--- src/include/mmm_defs.svh ---
/*
 Address map, reset values and operand widths of the memory mapped multiplier.
 Assumes a 16-bit word address bus driven by the CPU core.
*/
`ifndef MMM_DEFS_SVH
`define MMM_DEFS_SVH

`define MMM_ADDR_UNSIGNED_A 16'h0130
`define MMM_ADDR_SIGNED_A 16'h0132
`define MMM_ADDR_ACCUM_A 16'h0134
`define MMM_ADDR_SACCUM_A 16'h0136
`define MMM_ADDR_SECOND 16'h0138
`define MMM_ADDR_PROD_LO 16'h013a
`define MMM_ADDR_PROD_HI 16'h013c
`define MMM_ADDR_CARRY_SIGN 16'h013e

`define MMM_RESET_WORD 16'h0000
`define MMM_BYTE_MSB 7
`define MMM_WORD_MSB 15

`endif

--- src/include/mmm_pkg.sv ---
/*
 Types of the memory mapped multiplier: operation mode and register state.
 Assumes mmm_defs.svh for addresses and reset values.
*/
package mmm_pkg;

   typedef enum logic [3:0] {
      MMM_UMUL = 4'b0001,
      MMM_SMUL = 4'b0010,
      MMM_UACC = 4'b0100,
      MMM_SACC = 4'b1000
   } mmm_mode_t;

   typedef struct packed {
      logic [15:0] op_a;
      logic [15:0] op_b;
      mmm_mode_t mode;
      logic [15:0] prod_lo;
      logic [15:0] prod_hi;
      logic [15:0] carry_sign;
      logic [15:0] rdata;
   } mmm_state_t;

endpackage

--- src/verilog/mmm_arith.sv ---
/*
 Combinational multiply and accumulate datapath.
 Assumes operands already extended to 16 bits by the register block.
*/
`timescale 1ns/1ns
module mmm_arith (
   input wire logic [15:0] op_a,
   input wire logic [15:0] op_b,
   input wire logic is_signed,
   input wire logic is_accum,
   input wire logic [31:0] acc_in,
   output logic [31:0] sum,
   output logic [15:0] ext
);
   logic [31:0] prod_u;
   logic signed [31:0] prod_s;
   logic [31:0] prod;
   logic [32:0] total;

   always_comb begin
      prod_u = op_a * op_b;
      prod_s = $signed(op_a) * $signed(op_b);
      prod = is_signed ? prod_s : prod_u;
      // Accumulate adds to the result already held
      total = is_accum ? ({1'b0, acc_in} + {1'b0, prod}) : {1'b0, prod};
      sum = total[31:0];
      if (is_signed) begin
         ext = {16{total[31]}};
      end else if (is_accum) begin
         ext = {15'h0000, total[32]};
      end else begin
         ext = 16'h0000;
      end
   end
endmodule // mmm_arith

--- src/verilog/mmm_top.sv ---
/*
 Memory mapped multiplier: operand and result registers on the peripheral bus.
 Assumes a CPU bus master on CLK giving one-cycle WE or RE strobes with ADDR.
*/
`timescale 1ns/1ns
`include "mmm_defs.svh"

// Summary of operation
// - Operands may be 16 or 8 bits in any pairing, separate unit.
// - Signed and unsigned multiply give the full 32-bit product.
// - Accumulate modes add each new product to the held result.
// - First operand address picks unsigned, signed, accumulate or signed accumulate.
// - Writing the second operand makes the result ready for the next read.
// - No wait states; the result lands on the operand write edge.
// - Low word, high word and extension word are readable at fixed words.
module mmm_top (
   input wire logic CLK,
   input wire logic RESETN,
   input wire logic [15:0] ADDR,
   input wire logic [15:0] WDATA,
   input wire logic WE,
   input wire logic BYTE,
   input wire logic RE,
   output logic [15:0] RDATA
);
   mmm_pkg::mmm_state_t s_reg;
   mmm_pkg::mmm_state_t s_next;
   logic wr_ua;
   logic wr_sa;
   logic wr_aa;
   logic wr_saa;
   logic wr_first;
   logic wr_second;
   logic sel_signed;
   logic sel_accum;
   logic [15:0] first_val;
   logic [15:0] second_val;
   logic [31:0] arith_sum;
   logic [15:0] arith_ext;

   assign wr_ua = WE && (ADDR == `MMM_ADDR_UNSIGNED_A);
   assign wr_sa = WE && (ADDR == `MMM_ADDR_SIGNED_A);
   assign wr_aa = WE && (ADDR == `MMM_ADDR_ACCUM_A);
   assign wr_saa = WE && (ADDR == `MMM_ADDR_SACCUM_A);
   assign wr_first = wr_ua || wr_sa || wr_aa || wr_saa;
   assign wr_second = WE && (ADDR == `MMM_ADDR_SECOND);
   assign sel_signed = (s_reg.mode == mmm_pkg::MMM_SMUL) || (s_reg.mode == mmm_pkg::MMM_SACC);
   assign sel_accum = (s_reg.mode == mmm_pkg::MMM_UACC) || (s_reg.mode == mmm_pkg::MMM_SACC);

   // Byte writes extend to 16 bits by the signedness of the mode
   always_comb begin
      if (!BYTE) begin
         first_val = WDATA;
         second_val = WDATA;
      end else begin
         first_val = {{8{(wr_sa || wr_saa) && WDATA[`MMM_BYTE_MSB]}}, WDATA[7:0]};
         second_val = {{8{sel_signed && WDATA[`MMM_BYTE_MSB]}}, WDATA[7:0]};
      end
   end

   mmm_arith u_arith (
      .op_a(s_reg.op_a),
      .op_b(second_val),
      .is_signed(sel_signed),
      .is_accum(sel_accum),
      .acc_in({s_reg.prod_hi, s_reg.prod_lo}),
      .sum(arith_sum),
      .ext(arith_ext)
   );

   always_comb begin
      s_next = s_reg;
      if (wr_first) begin
         s_next.op_a = first_val;
         unique case (1'b1)
            wr_ua: s_next.mode = mmm_pkg::MMM_UMUL;
            wr_sa: s_next.mode = mmm_pkg::MMM_SMUL;
            wr_aa: s_next.mode = mmm_pkg::MMM_UACC;
            wr_saa: s_next.mode = mmm_pkg::MMM_SACC;
         endcase
      end
      if (wr_second) begin
         // Result settles on this same edge, no wait state
         s_next.op_b = second_val;
         s_next.prod_lo = arith_sum[15:0];
         s_next.prod_hi = arith_sum[31:16];
         s_next.carry_sign = arith_ext;
      end
      if (WE && ADDR == `MMM_ADDR_PROD_LO) begin
         s_next.prod_lo = BYTE ? {8'h00, WDATA[7:0]} : WDATA;
      end
      if (WE && ADDR == `MMM_ADDR_PROD_HI) begin
         s_next.prod_hi = BYTE ? {8'h00, WDATA[7:0]} : WDATA;
      end
      if (RE) begin
         unique case (ADDR)
            `MMM_ADDR_UNSIGNED_A,
            `MMM_ADDR_SIGNED_A,
            `MMM_ADDR_ACCUM_A,
            `MMM_ADDR_SACCUM_A: s_next.rdata = s_reg.op_a;
            `MMM_ADDR_SECOND: s_next.rdata = s_reg.op_b;
            `MMM_ADDR_PROD_LO: s_next.rdata = s_reg.prod_lo;
            `MMM_ADDR_PROD_HI: s_next.rdata = s_reg.prod_hi;
            `MMM_ADDR_CARRY_SIGN: s_next.rdata = s_reg.carry_sign;
            default: s_next.rdata = 16'h0000;
         endcase
      end
   end

   always_ff @(posedge CLK) begin
      if (!RESETN) begin
         s_reg.op_a <= `MMM_RESET_WORD;
         s_reg.op_b <= `MMM_RESET_WORD;
         s_reg.mode <= mmm_pkg::MMM_UMUL;
         s_reg.prod_lo <= `MMM_RESET_WORD;
         s_reg.prod_hi <= `MMM_RESET_WORD;
         s_reg.carry_sign <= `MMM_RESET_WORD;
         s_reg.rdata <= `MMM_RESET_WORD;
      end else begin
         s_reg <= s_next;
      end
   end

   assign RDATA = s_reg.rdata;
endmodule // mmm_top

--- config.mk ---
export PLATFORM = sky130hd
export DESIGN_NAME = mmm_top
export DESIGN_NICKNAME = d
export VERILOG_FILES = /design/src/include/mmm_pkg.sv /design/src/verilog/mmm_arith.sv /design/src/verilog/mmm_top.sv
export VERILOG_INCLUDE_DIRS = /design/src /design/src/include
export SDC_FILE = /design/constraint.sdc
export NUM_CORES = 1
export LEC_CHECK = 0
export ABC_AREA = 1
export BUFFER_PORTS_ARGS = -buffer_cell sky130_fd_sc_hd__buf_2
export CAP_MARGIN = 20
export CORE_UTILIZATION = 28
export CTS_CLUSTER_DIAMETER = 80
export CTS_CLUSTER_SIZE = 28
export DETAILED_ROUTE_END_ITERATION = 10
export SLEW_MARGIN = 40
export SYNTH_ARGS = -nofsm -noshare
export SYNTH_HDL_FRONTEND = slang
export SYNTH_SLANG_ARGS = --single-unit
--- constraint.sdc ---
create_clock -name CLK -period 20 [get_ports CLK]
set_input_delay 1 -clock CLK [delete_from_list [all_inputs] [get_ports CLK]]
set_output_delay 1 -clock CLK [all_outputs]
set_load 0.005 [all_outputs]
## Word-level counts from Yosys, hierarchy flattened

Index checks and enable logic that the tools add are counted.

- Equal/unequal tests: 11
- Mux-type cells: 12
- Reduce and logical (&&, ||, !) cells: 18
- $add $sub $neg: 1
- Multiply operators: 2

Operator list:

| operator | number |
|---|---|
| $eq 16x9->1 const B | 8 |
| $mux 16 | 6 |
| $pmux 16 s5 | 1 |
| $mul 16x16->32 | 2 |
| $mux 48 | 1 |
| $add 32x32->33 | 1 |
| $mux 33 | 1 |
| $mux 32 | 1 |
| $pmux 4 s4 | 1 |
| $logic_and 1x1->1 | 9 |
| $logic_or 1x1->1 | 6 |
| $eq 4x2->1 const B | 1 |
| $eq 4x3->1 const B | 1 |
| $eq 4x4->1 const B | 1 |
| $reduce_bool 2->1 | 2 |
| $reduce_or 4->1 | 1 |
| $mux 1 | 1 |

- Bits of input ports: 37
- Output and inout port bits: 16
- Word-level logic and storage cells: 51
- Register bits: 100

## Longest topological paths before layout

- Depth in word-level cells: 12
- Gate-level depth with buffers: 51
- Depth with buffers taken out: 50

## By module

A second synthesis with hierarchy kept.

- Cells, all modules: 3398
- Area, all modules: 23612.6 um2

Modules (own cells, without submodules):

| module | sequential area each (um2) | cells each | area each (um2) | times used |
|---|---|---|---|---|
| mmm_arith | 0.0 | 2648 | 18689.2 | 1 |
| mmm_top | 2001.9 | 750 | 4923.5 | 1 |

## Worst setup path after synthesis

OpenSTA, ideal clock, no wires.

- Kind: input-to-reg
- Start: input port BYTE
- End: register s_reg[41] (netlist bit)
- Path buffers: 0
- Stages on the path: 36
- Arrival time: 7.657 ns
- Data required time: 19.930 ns
- Library setup time: 0.070 ns
- Slack: 12.272 ns
- Cell sequence: inv_1 nand2_1 inv_1 nor2_1 clkinv_1 nand2_1 fa_1 fa_1 fa_1 fa_1 inv_1 fa_1 inv_1 fa_1 inv_1 ha_1 nand2_1 nor2_1 inv_1 nor3_1 a21oi_1 or2_2 nand3_1 nand2_1 ha_1 nand2_1 nor2_1 inv_1 nor3_1 inv_1 or2_2 nand3_1 nand2_1 nand3_1 nand3_1 a21oi_1

- Word-level cells in the longest chain between the ends: 7
- Elaborated cells between the ends (all ways): 9
- Classes of those cells: add/sub: 1; mul: 2; mux: 6

RTL lines:

| item | line | text |
|---|---|---|
| start, declared | mmm_top.sv:22 | `input wire logic BYTE,` |
| $mux 16 | mmm_top.sv:52 | `if (!BYTE) begin` |
| $mul 16x16->32, on equally long branches | mmm_arith.sv:21, mmm_arith.sv:22 |  |
| $mux 32 | mmm_arith.sv:23 | `prod = is_signed ? prod_s : prod_u;` |
| $add 32x32->33 | mmm_arith.sv:25 | `total = is_accum ? ({1'b0, acc_in} + {1'b0, prod}) : {1'b0, prod};` |
| $mux 33 | mmm_arith.sv:25 |  |
| $mux 48 | mmm_top.sv:82 | `if (wr_second) begin` |
| $mux 16 (*) | mmm_top.sv:92 | `` if (WE && ADDR == `MMM_ADDR_PROD_HI) begin `` |
| end signal, assigned | mmm_top.sv:120 | `s_reg <= s_next;` |
| end, declared | mmm_top.sv:26 | `mmm_pkg::mmm_state_t s_reg;` |

Mark *: on every way between the ends. The rest lies on a longest branch, timed or not. The select of a mux whose other input is x is not followed.
A chain may end at the register's enable or synchronous reset.

## Final worst setup path

- Start: register s_reg[65] (netlist bit)
- End: register s_reg[41] (netlist bit)

- Word-level cells in the longest chain between the ends: 10
- Elaborated cells between the ends (all ways): 14
- Classes of those cells: add/sub: 1; mul: 2; eq/ne: 3; mux: 5; reduce/logical: 3

RTL lines:

| item | line | text |
|---|---|---|
| $eq 4x2->1 or $eq 4x4->1 (tied branches) | mmm_top.sv:47, mmm_top.sv:48 |  |
| $logic_or 1x1->1 | mmm_top.sv:47 | `assign sel_signed = (s_reg.mode == mmm_pkg::MMM_SMUL) \|\| (s_reg.mode == mmm_pkg::MMM_SACC);` |
| $logic_and 1x1->1 | mmm_top.sv:57 | `` second_val = {{8{sel_signed && WDATA[`MMM_BYTE_MSB]}}, WDATA[7:0]}; `` |
| $mux 16 | mmm_top.sv:52 |  |
| $mul 16x16->32, on equally long branches | mmm_arith.sv:21, mmm_arith.sv:22 |  |
| $mux 32 | mmm_arith.sv:23 |  |
| $add 32x32->33 | mmm_arith.sv:25 |  |
| $mux 33 (*) | mmm_arith.sv:25 |  |
| $mux 48 (*) | mmm_top.sv:82 |  |
| $mux 16 (*) | mmm_top.sv:92 |  |

Marked as above.

==> impl_metrics.ini <==
[status]
outcome = completed

[setup_path]
arrival_ns = 10.34
end_kind = flop
critical_path_required_ns = 20.22
startpoint = s_reg[65]
max_stage_delay_ns = 0.55
r2r_slack_ns = 9.88
worst-setup-path-type = reg2reg
r2r_end = s_reg[41]
crit_slowest_cell = o21ai_0
worstPathMaxFanout = 30
critical_path.endpoint = s_reg[41]
timing.rr.start = s_reg[65]
r2r_cells = 40
cpMostUsedCell = inv_1
cp-start-kind = flop

[sta]
period_needed_ns = 10.12
setup_viol = 0
rsz0062_at_grt = false
tns_ns = 0
relSlewSlack = 0.4077
period_share = 0.5061
hold_viol_final = 0
whs_ns = 0.4545
max_clock_freq_ghz = 0.09879
finClkSkew_ns = 0.01090
drv_slew = 0
worstMarginPinSlew_ns = 0.8874

[final_layout]
area_growth_pct = 6.724
fill_cells = 8788
diodes = 0
final_common_cell = inv_1
drive_gt1_frac = 0.04697
most-common-layout-cells = inv_1, nand2_1, fa_1, nor2_1, a21oi_1
nNetsFinal = 3755
largest_reg_flops = 70

[pwr]
power.density_mw_per_mm2 = 17.00
pwr-share-comb = 0.136
netSwitchingPower_uw = 120.3
switching_share = 0.2934
peakVddDrop_mv = 0.04027
internal_power_uw = 289.8
seq_power_share = 0.417
clkPwrFrac = 0.447
power.total_uw = 410.2
p_leak_uw = 0.01231

[global_route]
antenna_found_initial = 1
track_usage = 0.2017
grt_pass1_vias = 21030
grt_overflow = 0
grt_start_max_net_pins = 46
grt_pass1_wl_um = 126300

[routing]
drt_pass1_iterations = 7
antenna_left = 0
via_per_inst = 4.936
drt_wl_total_um = 81630
drcViolationCount = 0
vias = 20840
first_iter_violations = 1851
wire_per_inst_um = 19.33

[cts]
cts_hold_buf = 0
cts.clk_slew.worst_paths_ns = 0.07
cts_resized = 0
clockBufferDepth = 2
post_cts_buffers = 0
cts_root_buf = clkbuf_16
tritoncts = done
clkSinkCount = 86
h-tree-depth = 3
insertion_delay_ns = 0.36
cts-buffers-inserted = 9

[die]
dieArea_mm2 = 0.08189
die_h_um = 286.2
die-width_um = 286.2
pin_count = 53
row_count = 103
core_area_mm2 = 0.07939
initial_utilization = 0.2848

[synth]
synthArstFlopShare = 0
synth.avg_cell_area_um2 = 7.088
synth_seq_cells = 86
synthAdderAreaFrac = 0.4261
synth_top_family_by_area = adder cells
synth_xor_area_frac = 0.006973
syn_area_mm2 = 0.02261
synth_area_leaders = fa_1, inv_1, nand2_1
synthFlopType = dfxtp_1
ys_types = 53
synth_edf_count = 0
synth_area_leader_cell = fa_1
ys_warn_count = 0
synth_cells = 3190
seq_area_frac_synth = 0.07615
synth_nets = 3778
synth_compound_area_frac = 0.1121
synth.area.mux_share = 0.0004427
synth_top_area_frac = 0.3232
synthSimpleGateAreaFrac = 0.2187

[place]
port_buffers = 52
gp_congestion = 1.063
dp_hpwl_um = 69250

[job]
maxCapViolations = 0

[hold_path]
hp-class = reg2reg
## cell type report
cell class                      instances  area (um^2)  area share
Clock inverter                          5        65.06    0.002696
Multi-Input combinational cell       2193        17320      0.7179
Inverter                              801         3010      0.1248
Tap cell                             1050         1314     0.05445
Timing Repair Buffer                   76        442.9     0.01836
Clock buffer                           11        252.7     0.01047
Sequential cell                        86         1722     0.07135
## cell usage after synthesis (13+ instances only)
cell type,n
inv_1,789
nand2_1,651
nand4_1,28
dfxtp_1,86
o21ai_0,135
buf_4,21
a31oi_1,17
ha_1,186
o21bai_1,20
o31ai_1,17
nor2_1,230
o22ai_1,13
buf_2,17
fa_1,365
a21oi_1,198
a21oi_2,13
nor3_1,27
clkbuf_1,59
nand3_1,192
## cell families after synthesis
kind of cell,Yosys count
and+or+nand+nor,1171
xor gates and xnor gates,18
buffers and inverters,911
DFF,86
adders and majority gates,551
AOI/OAI and AO/OA,452
muxes,1
## layer usage
layer  vias up  GRT usage  wire length, um
li1       9692          -                -
met1     10150     0.2646            33920
met2       835     0.3373            38190
met3       168    0.01494             5173
met4         0    0.09372             4342
met5         -          0                0
## worst min path at each step
stage / cells past startpoint / end / start
3_3_place_gp: 2 / s_reg[74] / s_reg[74]
3_5_place_dp: 2 / s_reg[74] / s_reg[74]
6_report: 2 / s_reg[74] / s_reg[74]
4_1_cts: 2 / s_reg[74] / s_reg[74]
2_1_floorplan: 2 / s_reg[70] / s_reg[70]
5_1_grt: 2 / s_reg[74] / s_reg[74]
## worst max-delay path: cells and delay by family (launching register included)
| family | cells | cell delay (ns) |
|---|---|---|
| adders and majority gates | 8 | 3.65 |
| and+or+nand+nor | 15 | 2.95 |
| buffers and inverters | 13 | 1.86 |
| DFF | 1 | 0.37 |
| AOI/OAI and AO/OA | 4 | 1.10 |
## through the flow
| step | cell area (um^2) | util | worst slack [ns] | cells |
|---|---|---|---|---|
| floorplan | 22610 | - | 12.27 | 3190 |
| global placement | 23780 | 0.2995 | 9.785 | 4206 |
| detailed placement | 23800 | 0.2998 | 9.862 | 4206 |
| CTS | 24120 | 0.3038 | 9.928 | 4222 |
| global route | 24130 | 0.3040 | 9.243 | 4222 |
| finish | 24130 | 0.3040 | 9.878 | 4222 |
## power by group through the flow
stage               Sequential [uW]  Clock [uW]  Combinational (uW)
floorplan                       175           0                32.3
global placement                175           0                54.2
detailed placement              175           0                55.1
CTS                             171         185                55.3
global route                    171         191                60.3
finish                          171         183                55.7
No activity file was read; power rests on OpenSTA's default activity.
